### config.mk
export PLATFORM = sky130hd
export DESIGN_NAME = wit_top
export DESIGN_NICKNAME = d
export VERILOG_FILES = /design/src/rtl/wit_pkg.sv /design/src/rtl/wit_top.sv
export VERILOG_INCLUDE_DIRS = /design/src /design/src/rtl
export SDC_FILE = /design/constraint.sdc
export NUM_CORES = 1
export LEC_CHECK = 0
export BUFFER_PORTS_ARGS = -buffer_cell sky130_fd_sc_hd__buf_2
export CORE_MARGIN = 1
export CORE_UTILIZATION = 45
export DETAILED_ROUTE_END_ITERATION = 8
export HOLD_SLACK_MARGIN = 0.03
export PLACE_DENSITY_LB_ADDON = 0.12
export SYNTH_ARGS = -nofsm -noshare
export SYNTH_HDL_FRONTEND = slang
export SYNTH_SLANG_ARGS = --single-unit
### constraint.sdc
create_clock -name sys_clk -period 2.24 [get_ports sys_clk]
set_input_delay 0.112 -clock sys_clk [delete_from_list [all_inputs] [get_ports sys_clk]]
set_output_delay 0.112 -clock sys_clk [all_outputs]
set_load 0.005 [all_outputs]
### src/rtl/wit_defines.svh
// Purpose: Offsets, field positions, reset values and divider counts of the watchdog timer.
// Assumes: Byte addresses on the peripheral bus, one aligned word per register.
// Notes: Definitions only.
// Operation
// - Mode-select bit 6 and count-run bit 5 both one give watchdog mode.
// - Mode-select zero with count-run one gives interval mode, interrupt per overflow; the code interrupts only when irq_allow is one.
// - Counter increments per prescaled pulse; overflow when 0xFF wraps to 0x00.
// - Watchdog overflow requests reset; interrupt only when irq_allow is one.
// - Chip-reset-allow bit 4 set makes watchdog overflow reset the chip.
// - Reset-kind bit 3: zero power-on reset, one manual reset.
// - Prescale codes 000..111 divide by 2,8,32,64,256,512,2048,8192.
// - Interval overflow sets status bit 1 and requests the interrupt; the code raises it only when irq_allow is one.
// - Watchdog overflow sets status bit 0 and pulses the expiry output.
// - Reading the status register returns the flags then clears them.
// - Reset clears both overflow flags.
// - Reset loads counter zero and control zero, timer stopped.
`ifndef WIT_DEFINES_SVH
`define WIT_DEFINES_SVH

// ----------------------------------------------------------------------
// Register offsets
// ----------------------------------------------------------------------
`define WIT_ADDR_W 16
`define WIT_OFS_CONTROL 16'h1100
`define WIT_OFS_FLAGS 16'h1104
`define WIT_OFS_COUNT 16'h1108

// ----------------------------------------------------------------------
// Control fields and reset values
// ----------------------------------------------------------------------
`define WIT_BIT_IRQ_ALLOW 7
`define WIT_BIT_MODE_SELECT 6
`define WIT_BIT_COUNT_RUN 5
`define WIT_BIT_CHIP_RESET_ALLOW 4
`define WIT_BIT_RESET_KIND 3
`define WIT_PRESCALE_HI 2
`define WIT_PRESCALE_LO 0
`define WIT_BIT_GUARD_OVF 0
`define WIT_BIT_INTERVAL_OVF 1
`define WIT_CONTROL_RESET 8'h00
`define WIT_COUNT_RESET 8'h00
`define WIT_FLAGS_RESET 2'h0
`define WIT_COUNT_MAX 8'hFF

// ----------------------------------------------------------------------
// Divider terminal counts (divide ratio minus one), 13-bit
// ----------------------------------------------------------------------
`define WIT_DIV_W 13
`define WIT_DIV_TERM_0 13'h0001
`define WIT_DIV_TERM_1 13'h0007
`define WIT_DIV_TERM_2 13'h001F
`define WIT_DIV_TERM_3 13'h003F
`define WIT_DIV_TERM_4 13'h00FF
`define WIT_DIV_TERM_5 13'h01FF
`define WIT_DIV_TERM_6 13'h07FF
`define WIT_DIV_TERM_7 13'h1FFF

`endif

### src/rtl/wit_pkg.sv
// Purpose: Types shared by the watchdog timer.
// Assumes: Constants come from the defines header.
// Notes: Prescale codes in ascending divide order.
package wit_pkg;
	typedef enum logic [2:0] {
		WIT_DIV_2 = 3'b000,
		WIT_DIV_8 = 3'b001,
		WIT_DIV_32 = 3'b010,
		WIT_DIV_64 = 3'b011,
		WIT_DIV_256 = 3'b100,
		WIT_DIV_512 = 3'b101,
		WIT_DIV_2048 = 3'b110,
		WIT_DIV_8192 = 3'b111
	} wit_prescale_e;
	typedef logic [7:0] wit_byte_t;
endpackage

### src/rtl/wit_top.sv
// Purpose: Watchdog and interval timer with an APB register slave.
// Assumes: All inputs synchronous to sys_clk; APB3 signalling, zero wait states.
// Notes: Overflow outputs are registered one-cycle pulses.
`timescale 1ns/1ps
`include "wit_defines.svh"

module wit_top (
	// Clock and reset
	input wire logic sys_clk,
	input wire logic reset,
	// APB slave
	input wire logic psel,
	input wire logic penable,
	input wire logic pwrite,
	input wire logic [`WIT_ADDR_W-1:0] paddr,
	input wire logic [31:0] pwdata,
	output logic [31:0] prdata,
	output logic pready,
	output logic pslverr,
	// Interrupt controller and power manager
	output logic overflow_irq,
	output logic guard_expired_out,
	output logic poweron_reset_out,
	output logic manual_reset_out
);
	import wit_pkg::*;

	// ------------------------------------------------------------------
	// Register state
	// ------------------------------------------------------------------
	wit_byte_t wdog_control_reg;
	wit_byte_t wdog_counter;
	logic [1:0] overflow_flag_reg;
	logic [`WIT_DIV_W-1:0] div_count;
	logic [`WIT_DIV_W-1:0] div_term;
	wit_prescale_e prescale_bits;
	logic irq_allow, mode_select, count_run, chip_reset_allow, reset_kind_select;
	logic setup_phase, access_phase, addr_hit;
	logic wr_control, wr_count, rd_flags;
	logic tick, overflow, guard_ovf, interval_ovf;

	// Control fields decoded from the control register.
	assign irq_allow = wdog_control_reg[`WIT_BIT_IRQ_ALLOW];
	assign mode_select = wdog_control_reg[`WIT_BIT_MODE_SELECT];
	assign count_run = wdog_control_reg[`WIT_BIT_COUNT_RUN];
	assign chip_reset_allow = wdog_control_reg[`WIT_BIT_CHIP_RESET_ALLOW];
	assign reset_kind_select = wdog_control_reg[`WIT_BIT_RESET_KIND];
	assign prescale_bits = wit_prescale_e'(wdog_control_reg[`WIT_PRESCALE_HI:`WIT_PRESCALE_LO]);

	// ------------------------------------------------------------------
	// Bus decode
	// ------------------------------------------------------------------
	// Writes act in the access phase; reads are sampled and cleared in setup.
	assign setup_phase = psel && !penable;
	assign access_phase = psel && penable;
	assign addr_hit = (paddr == `WIT_OFS_CONTROL) || (paddr == `WIT_OFS_FLAGS) ||
		(paddr == `WIT_OFS_COUNT);
	assign wr_control = access_phase && pwrite && (paddr == `WIT_OFS_CONTROL);
	assign wr_count = access_phase && pwrite && (paddr == `WIT_OFS_COUNT);
	assign rd_flags = setup_phase && !pwrite && (paddr == `WIT_OFS_FLAGS);
	assign pready = 1'b1;
	assign pslverr = access_phase && !addr_hit;

	// Read data is captured at the setup edge so the returned flags match the clear.
	always_ff @(posedge sys_clk or posedge reset) begin
		if (reset) begin
			prdata <= 32'h0000_0000;
		end else if (setup_phase && !pwrite) begin
			case (paddr)
				`WIT_OFS_CONTROL: prdata <= {24'h00_0000, wdog_control_reg};
				`WIT_OFS_FLAGS: prdata <= {30'h0, overflow_flag_reg};
				`WIT_OFS_COUNT: prdata <= {24'h00_0000, wdog_counter};
				default: prdata <= 32'h0000_0000;
			endcase
		end
	end

	// Control register; reset leaves the timer stopped.
	always_ff @(posedge sys_clk or posedge reset) begin
		if (reset) begin
			wdog_control_reg <= `WIT_CONTROL_RESET;
		end else if (wr_control) begin
			wdog_control_reg <= pwdata[7:0];
		end
	end

	// ------------------------------------------------------------------
	// Prescaler
	// ------------------------------------------------------------------
	// Terminal count for the selected division ratio.
	always_comb begin
		case (prescale_bits)
			WIT_DIV_2: div_term = `WIT_DIV_TERM_0;
			WIT_DIV_8: div_term = `WIT_DIV_TERM_1;
			WIT_DIV_32: div_term = `WIT_DIV_TERM_2;
			WIT_DIV_64: div_term = `WIT_DIV_TERM_3;
			WIT_DIV_256: div_term = `WIT_DIV_TERM_4;
			WIT_DIV_512: div_term = `WIT_DIV_TERM_5;
			WIT_DIV_2048: div_term = `WIT_DIV_TERM_6;
			WIT_DIV_8192: div_term = `WIT_DIV_TERM_7;
			default: div_term = `WIT_DIV_TERM_0;
		endcase
	end

	// The divider idles at zero while stopped so the first period after start is whole.
	always_ff @(posedge sys_clk or posedge reset) begin
		if (reset) begin
			div_count <= '0;
		end else if (!count_run || (div_count >= div_term)) begin
			div_count <= '0;
		end else begin
			div_count <= div_count + `WIT_DIV_W'(1);
		end
	end

	assign tick = count_run && (div_count >= div_term);

	// ------------------------------------------------------------------
	// Counter and overflow
	// ------------------------------------------------------------------
	// A software load wins over a count pulse in the same cycle.
	always_ff @(posedge sys_clk or posedge reset) begin
		if (reset) begin
			wdog_counter <= `WIT_COUNT_RESET;
		end else if (wr_count) begin
			wdog_counter <= pwdata[7:0];
		end else if (tick) begin
			wdog_counter <= wdog_counter + 8'h01;
		end
	end

	assign overflow = tick && !wr_count && (wdog_counter == `WIT_COUNT_MAX);
	assign guard_ovf = overflow && mode_select;
	assign interval_ovf = overflow && !mode_select;

	// Flags: an overflow in the cycle of the clearing read still sets its flag.
	always_ff @(posedge sys_clk or posedge reset) begin
		if (reset) begin
			overflow_flag_reg <= `WIT_FLAGS_RESET;
		end else begin
			overflow_flag_reg[`WIT_BIT_GUARD_OVF] <= guard_ovf ||
				(overflow_flag_reg[`WIT_BIT_GUARD_OVF] && !rd_flags);
			overflow_flag_reg[`WIT_BIT_INTERVAL_OVF] <= interval_ovf ||
				(overflow_flag_reg[`WIT_BIT_INTERVAL_OVF] && !rd_flags);
		end
	end

	// Registered one-cycle pulses toward the interrupt controller and power manager.
	always_ff @(posedge sys_clk or posedge reset) begin
		if (reset) begin
			overflow_irq <= 1'b0;
			guard_expired_out <= 1'b0;
			poweron_reset_out <= 1'b0;
			manual_reset_out <= 1'b0;
		end else begin
			overflow_irq <= overflow && irq_allow;
			guard_expired_out <= guard_ovf;
			poweron_reset_out <= guard_ovf && chip_reset_allow && !reset_kind_select;
			manual_reset_out <= guard_ovf && chip_reset_allow && reset_kind_select;
		end
	end
endmodule

======== Word level (Yosys, flattened, before mapping) ========
Memory sizes are Yosys's and may differ from the RTL's.
Index checks and enable logic that the tools add are counted.
W data, S select, Z words.
operators by class
  add/subtract/negate cells ............... 2
  multipliers ............................. 0
  divide/modulo/power cells ............... 0
  magnitude comparators ................... 1
  equal/unequal tests ..................... 4
  shift operators ......................... 0
  multiplexer cells ....................... 4
  bitwise operators ....................... 0
  reduce and logical (&&, ||, !) cells .... 33
operators with widths
  operator                 number
  $eq A16 B13 Y1 const B   3
  $pmux W8 S3              1
  $logic_and A1 B1 Y1      19
  $mux W8                  2
  $add A13 B1 Y13 const B  1
  $ge A13 B13 Y1           1
  $mux W13                 1
  $add A8 B1 Y8 const B    1
  $eq A8 B8 Y1 const B     1
  $logic_not A1 Y1         8
  $logic_or A1 B1 Y1       5
  $reduce_bool A2 Y1       1
word-level totals
  flip-flop bits (word level) ............. 67
  latch bits .............................. 0
  memory bits (writable) .................. 0
  ROM bits ................................ 96
  bits of input ports ..................... 53
  output and inout bits ................... 38
  memories ................................ 1
memories
  memory           words  bits a word  rd ports  clocked after Yosys merged registers in  wr ports  RTL line       RTL
  (no name shown)  8      12           1         0                                        0         wit_top.sv:92  case (prescale_bits)

======== Logic depth before layout (Yosys ltp) ========
Gate-level depths: netlist (run 1).
  depth in word-level cells ............... 9
  depth in mapped cells ................... 10

======== Worst setup path before layout (run 1) ========
Ideal clock, no wire load.
  path kind ............................... register to register
  start ................................... register wdog_control_reg[2]
  end ..................................... register wdog_counter[7]
  setup time .............................. 0.130 ns
  arrival ................................. 2.070 ns
  required time ........................... 2.110 ns
  slack ................................... 0.040 ns
  stages on the path, launching flop included .. 10
  path buffers ............................ 1
  period minus slack after synthesis ...... 2.200 ns
  cells stage by stage .................... dfrtp_1 > clkbuf_1 > nand3_1 > ha_1 > nand4_1 > nor3_2 > o21ai_2 > a2111oi_4 > a31o_2 > a31oi_1
between the ends
  word-level cells in the longest chain between the ends .. 4
RTL lines
  item                                 RTL line        RTL
  start, declared                      wit_top.sv:31   wit_byte_t wdog_control_reg;
  start signal, assigned               wit_top.sv:81   wdog_control_reg <= `WIT_CONTROL_RESET;
  start signal, assigned               wit_top.sv:83   wdog_control_reg <= pwdata[7:0];
  $mem_v2 Z8 W12                       --
  $ge A13 B13 Y1                       wit_top.sv:116  assign tick = count_run && (div_count >= div_term);
  $logic_and A1 B1 Y1                  wit_top.sv:116
  $reduce_bool A2 Y1 (no source line)  --
  end signal, assigned                 wit_top.sv:124  wdog_counter <= `WIT_COUNT_RESET;
  end signal, assigned                 wit_top.sv:126  wdog_counter <= pwdata[7:0];
  end signal, assigned                 wit_top.sv:128  wdog_counter <= wdog_counter + 8'h01;
  end, declared                        wit_top.sv:32   wit_byte_t wdog_counter;
No other way between the ends.
A chain may end at the register's enable or synchronous reset.

======== Worst setup path in the final report (run 1) ========
  start ................................... register wdog_control_reg[1]
  end ..................................... register div_count[7]
between the ends
  word-level cells in the longest chain between the ends .. 4
RTL lines
  item                  RTL line        RTL
  $mem_v2 Z8 W12        --
  $ge A13 B13 Y1        wit_top.sv:109  end else if (!count_run || (div_count >= div_term)) begin
  $logic_or A1 B1 Y1    wit_top.sv:109
  $mux W13              wit_top.sv:109
  end signal, assigned  wit_top.sv:112  div_count <= div_count + `WIT_DIV_W'(1);
  end, declared         wit_top.sv:34   logic [`WIT_DIV_W-1:0] div_count;
No other way between the ends.

==> impl_metrics.toml, run 1 <==
[synth]
syn_inst = 260
async_flop_share = 1.00
avgSynthCellArea_um2 = 9.71
synth_ff_type = "dfrtp_1"
synth-edff-count = 0
yosys_warnings = 0
synth-seq-area-share = 0.426
netlist_area_um2 = 2520
ys_ff_latch = 43
yosysUniqueCellTypes = 41

[detailed_routing]
vias_per_cell = 4.96
wl_um = 4940
ant_nets = 0
vias = 1914
drc_errors = 0
dr.pass1.iters = 4
routedWlPerCell_um = 12.8
drtIter0Drc = 75

[timing]
period_needed_ps = 2200
worstMarginPinSlew_ps = 541
fin_hold_ws_ps = 42.4
min_period_over_period = 0.983
fmax_mhz = 454
finalSetupViolCount = 0
skew_ps = 5.25
rsz0062_at_grt = "true"
relSlewSlack = 0.640
hold_viol = 0
drv_slew = 0
fin_setup_tns_ps = 0

[worst_setup_path]
cpPeakStageDelay_ps = 490
crit_family = "compound AO/OA/AOI/OAI gates"
worst_ep_required_time_ps = 2460
rr_endpoint = "div_count[7]"
path_cells = "buf_4 > nor2_4 > ha_1 > a21oi_2 > o22ai_1 > o21ai_2 > and2_4 > nand2_4 > clkbuf_16 > nor2_1"
reg2reg_from = "wdog_control_reg[1]"
cp-start-kind = "flip-flop"
cp.arrival_ps = 2420
path_buf_inv = 2
end_kind = "flip-flop"
crit_type = "reg2reg"
critPathSlowestCell = "dfrtp_2"
critPathMaxFanout = 7
r2r_setup_slack_ps = 40
r2r_cells = 10

[run_status]
outcome = "completed"

[final_layout]
n_antenna_cell = 0
layout.nets = 382
regMostFlops = "div_count"
largest_reg_flops = 13
drive_gt1_frac = 0.294
stdcell_area_um2 = 3060
area_growth_pct = 21.3

[worst_hold_path]
holdPathEnd = "wdog_counter[3]"
hp-start = "pwdata[3]"
worstHoldPathType = "in2reg"
hold_path_depth = 3

[power]
power_density_nw_per_um2 = 483
vdd_drop_max_uv = 229
total_power_mw = 1.48
p_seq_frac = 0.525
swShare = 0.210
cell_internal_pwr_mw = 1.17
leakage_nw = 1.50
power.switching_mw = 0.310
comb_power_share = 0.053
power_frac_clock = 0.422

[global_route]
grtUsageTotal = 0.174
globalRouteOverflowTotal = 0
grt_start_max_net_pins = 44
antenna_found_initial = 0
grt_pass1_wl_um = 8110
grt_pass1_vias = 1716

[clock_network]
cts_buffer_depth = 2
clock_sinks = 43
cts_tree = "built"
htree_levels = 2
cts_made_buffers = 5
cts_root_buffer = "clkbuf_8"
clk_latency_ps = 290
path_clk_slew_ps = 80

[floorplan]
initial_utilization = 0.479
dieArea_um2 = 5910
core_um2 = 5270
die_h_um = 76.9
ios = 91
rows = 26
die_x_um = 76.9

[place]
dp_hpwl_um = 3560
placed_area_um2 = 2790
gp_congestion = 0.858
port_buffers = 41

[run]
drv_cap = 0
==> cells by family (layout without fill, tap and decap cells) <==
family,after synthesis,in the layout,synth area share
AND/OR/NAND/NOR,86,86,0.169
flip-flops,43,43,0.426
AO/OA/AOI/OAI,41,41,0.105
buffers and inverters,40,73,0.0976
XOR/XNOR,17,17,0.0590
multiplexers,17,17,0.0714
adder cells (fa/ha/maj),14,14,0.0694
other,2,25,0.00297
==> worst max path at each step <==
stage	from	endpoint	slack, ps	cells after the start
after floorplan	wdog_control_reg[2]	wdog_counter[7]	40	9
after global placement	wdog_control_reg[1]	wdog_counter[3]	-8	9
after detailed placement	wdog_control_reg[2]	wdog_counter[3]	-20	9
after CTS	wdog_control_reg[2]	wdog_counter[7]	20	8
after global routing	wdog_control_reg[1]	wdog_counter[7]	-80	9
final	wdog_control_reg[1]	div_count[7]	40	10
==> layer usage <==
layer | GRT usage | up-vias | wire, um
met5 | 0 | - | 0
met4 | 0.0692 | 0 | 73
met3 | 0.0226 | 6 | 223
met2 | 0.253 | 61 | 2190
met1 | 0.261 | 890 | 2450
li1 | - | 957 | -
==> metrics by stage <==
| stage | utilization | std cells | setup slack (ps) |
|---|---|---|---|
| 2_1_floorplan | - | 283 | 40.0 |
| 3_3_place_gp | 0.530 | 373 | -7.73 |
| 3_5_place_dp | 0.530 | 373 | -22.1 |
| 4_1_cts | 0.559 | 384 | 15.8 |
| 5_1_grt | 0.581 | 386 | -84.0 |
| 6_report | 0.581 | 386 | 37.8 |
==> placed cells by master, fill, tap and decap left out, drive strengths merged, types with 3 or more instances in the layout <==
master,instances
a21oi,14
and3,9
buf,52
clkbuf,7
conb,25
dfrtp,43
dlygate4sd3,3
ha,14
inv,8
mux2,8
mux2i,9
nand2,27
nand3,11
nand4,3
nor2,22
o21ai,18
xnor2,10
xor2,7
==> timing repair <==
action / in CTS / in global routing
setup buffers: 0 / 1
resized for setup: 3 / 22
pin swaps: 0 / 8
hold buffers: 3 / 0
gates cloned: 0 / 1
hold endpoints to repair: 45 / 0
endpoints found under the setup margin: 3 / 23
==> layout make-up <==
class                      instances  area, um^2
clock buffer                       6        82.6
inverter                           9        33.8
clock inverter                     2        35.0
sequential                        43        1080
fill                             499        2210
tap                               70        87.6
multi-input combinational        200        1380
timing repair buffer              56         368
==> synthesized netlist by cell type (2+ instances only) <==
master,number,area share
dfrtp_1,43,0.43
nand2_1,27,0.040
buf_4,25,0.074
nor2_1,22,0.033
o21ai_0,16,0.032
ha_1,14,0.069
a21oi_1,12,0.024
nand3_1,10,0.020
xnor2_1,10,0.035
and3_1,9,0.022
inv_1,9,0.013
mux2i_1,9,0.036
mux2_2,8,0.036
xor2_1,7,0.024
clkbuf_1,3,0.0045
nand4_1,3,0.0074
a211oi_1,2,0.0059
a21oi_2,2,0.0069
a22o_1,2,0.0069
buf_2,2,0.0040
conb_1,2,0.0030
nand3b_1,2,0.0059
nor4b_1,2,0.0069
o21ai_2,2,0.0069
==> tightest hold or removal path: stages <==
cell and delay (ps):
buf_2 90, nand2_1 40, o21ai_0 60
==> power groups by stage <==
stage                     combinational, mW  sequential, mW  clock [mW]
final                                0.0787           0.775       0.624
after global routing                 0.0916           0.776       0.682
after CTS                            0.0805           0.775       0.649
after detailed placement             0.0763           0.791           0
after global placement               0.0760           0.791           0
after floorplan                      0.0715           0.791           0
Power figures use the tool's default switching activity.
==> inputs of run 2 (changes only) <==
--- a/config.mk
+++ b/config.mk
@@ -11,6 +11,7 @@
 export CORE_UTILIZATION = 45
 export DETAILED_ROUTE_END_ITERATION = 8
 export HOLD_SLACK_MARGIN = 0.03
+export MAX_ROUTING_LAYER = met4
 export PLACE_DENSITY_LB_ADDON = 0.12
 export SYNTH_ARGS = -nofsm -noshare
 export SYNTH_HDL_FRONTEND = slang
==> impl_metrics.toml, run 2 (same netlist as run 1, synthesis figures left out) <==
[final_layout]
fillers = 499
layout.cells.most_common = "buf_2"
stdcell_area_um2 = 3060
n_antenna_cell = 0
regMostFlops = "div_count"
layout.nets = 382
area_growth_pct = 21.1
final_cell_mix = "buf_2, dfrtp_1, nand2_1, conb_1, nor2_1"
final_cells = 386
drive_gt1_frac = 0.291
largest_reg_flops = 13

[worst_setup_path]
rr_endpoint = "div_count[7]"
critPathMaxFanout = 7
cp.arrival_ps = 2410
crit_type = "reg2reg"
worst_ep_required_time_ps = 2460
reg2reg_from = "wdog_control_reg[1]"
r2r_setup_slack_ps = 50
end_kind = "flip-flop"
critPathLaunch = "wdog_control_reg[1]"
r2r_cells = 10
worstSetupEndpoint = "div_count[7]"
cp-start-kind = "flip-flop"

[global_route]
globalRouteOverflowTotal = 0
grtUsageTotal = 0.180
antenna_found_initial = 0
grt_start_max_net_pins = 44
grt_pass1_vias = 1714
grt_pass1_wl_um = 8130

[detailed_routing]
wl_um = 4930
drc_errors = 0
dr.pass1.iters = 4
vias = 1921
vias_per_cell = 4.98
ant_nets = 0
routedWlPerCell_um = 12.8
drtIter0Drc = 90

[timing]
worstMarginPinSlew_ps = 539
relSlewSlack = 0.640
fmax_mhz = 456
skew_ps = 4.68
hold_viol = 0
fin_hold_ws_ps = 41.1
period_needed_ps = 2190
drv_slew = 0
min_period_over_period = 0.978
rsz0062_at_grt = "true"
finalSetupViolCount = 0

[clock_network]
cts_buffer_depth = 2
clock_sinks = 43
cts_tree = "built"
htree_levels = 2
cts_made_buffers = 5
path_clk_slew_ps = 80
cts_root_buffer = "clkbuf_8"
clk_latency_ps = 290

[power]
p_seq_frac = 0.525
total_power_mw = 1.48
power_frac_clock = 0.422
power_density_nw_per_um2 = 483
comb_power_share = 0.053
cell_internal_pwr_mw = 1.17
swShare = 0.210
leakage_nw = 1.50
power.switching_mw = 0.310
vdd_drop_max_uv = 229

[floorplan]
die_x_um = 76.9
die_h_um = 76.9
dieArea_um2 = 5910
rows = 26
core_um2 = 5270
initial_utilization = 0.479
ios = 91

[place]
placed_area_um2 = 2790
dp_hpwl_um = 3560
gp_congestion = 0.872
port_buffers = 41
dp_cells = 373

[worst_hold_path]
worstHoldPathType = "in2reg"

[run_status]
outcome = "completed"

[run]
drv_cap = 0
## run 2: cell counts in the layout (fill, tap and decap cells not counted)
No cell type changed its count.
## run 2: power groups by stage
stage / Clock [mW] / Combinational (mW) / Sequential [mW]
CTS: 0.649 / 0.0805 / 0.775
floorplan: 0 / 0.0715 / 0.791
global route: 0.686 / 0.0916 / 0.776
global placement: 0 / 0.0760 / 0.791
finish: 0.624 / 0.0785 / 0.775
detailed placement: 0 / 0.0763 / 0.791
## run 2: layer usage
layer / track usage / vias up / wire length, um
li1: - / 956 / -
met1: 0.262 / 899 / 2470
met2: 0.253 / 60 / 2180
met3: 0.0226 / 6 / 211
met4: 0.0692 / 0 / 74
met5: - / - / 0
## run 2: worst min path at each step
stage          startpoint                   to  slack (ps)  cells after the start
2_1_floorplan   pwdata[2]      wdog_counter[2]         230                      2
3_3_place_gp        reset    poweron_reset_out         280                      3
3_5_place_dp        reset    poweron_reset_out         280                      3
4_1_cts         pwdata[3]      wdog_counter[3]          40                      3
5_1_grt         pwdata[7]  wdog_control_reg[7]          60                      2
6_report        pwdata[3]      wdog_counter[3]          40                      3
## run 2: worst max-delay path, cell delays in order, from the launching register on
cell and delay [ps]:
dfrtp_2 490, buf_4 170, nor2_4 100, ha_1 250
a21oi_2 120, o22ai_1 100, o21ai_2 300, and2_4 230
nand2_4 70, clkbuf_16 170, nor2_1 110
## run 2: area by class of cell
| cell class | count | area, um^2 | share of cell area |
|---|---|---|---|
| Inverter | 9 | 33.8 | 0.0110 |
| Multi-Input combinational cell | 200 | 1370 | 0.448 |
| Tap cell | 70 | 87.6 | 0.0286 |
| Timing Repair Buffer | 56 | 368 | 0.120 |
| Sequential cell | 43 | 1080 | 0.353 |
| Clock buffer | 6 | 82.6 | 0.0270 |
| Clock inverter | 2 | 35.0 | 0.0115 |
## run 2: what timing repair did
item	in CTS	in global routing
hold buffers	3	0
setup buffers	0	1
endpoints found under the setup margin	3	23
cloned	0	1
gates resized for setup	3	21
pin swaps	0	8
hold endpoints to repair	45	0
## run 2: metrics by stage
| step | setup WS, ps | setup TNS, ps | utilization |
|---|---|---|---|
| after global routing | -84.0 | -492 | 0.580 |
| after floorplan | 40.0 | 0 | - |
| after detailed placement | -22.1 | -29.9 | 0.530 |
| final | 48.3 | 0 | 0.580 |
| after CTS | 15.8 | 0 | 0.559 |
| after global placement | -7.73 | -7.73 | 0.530 |
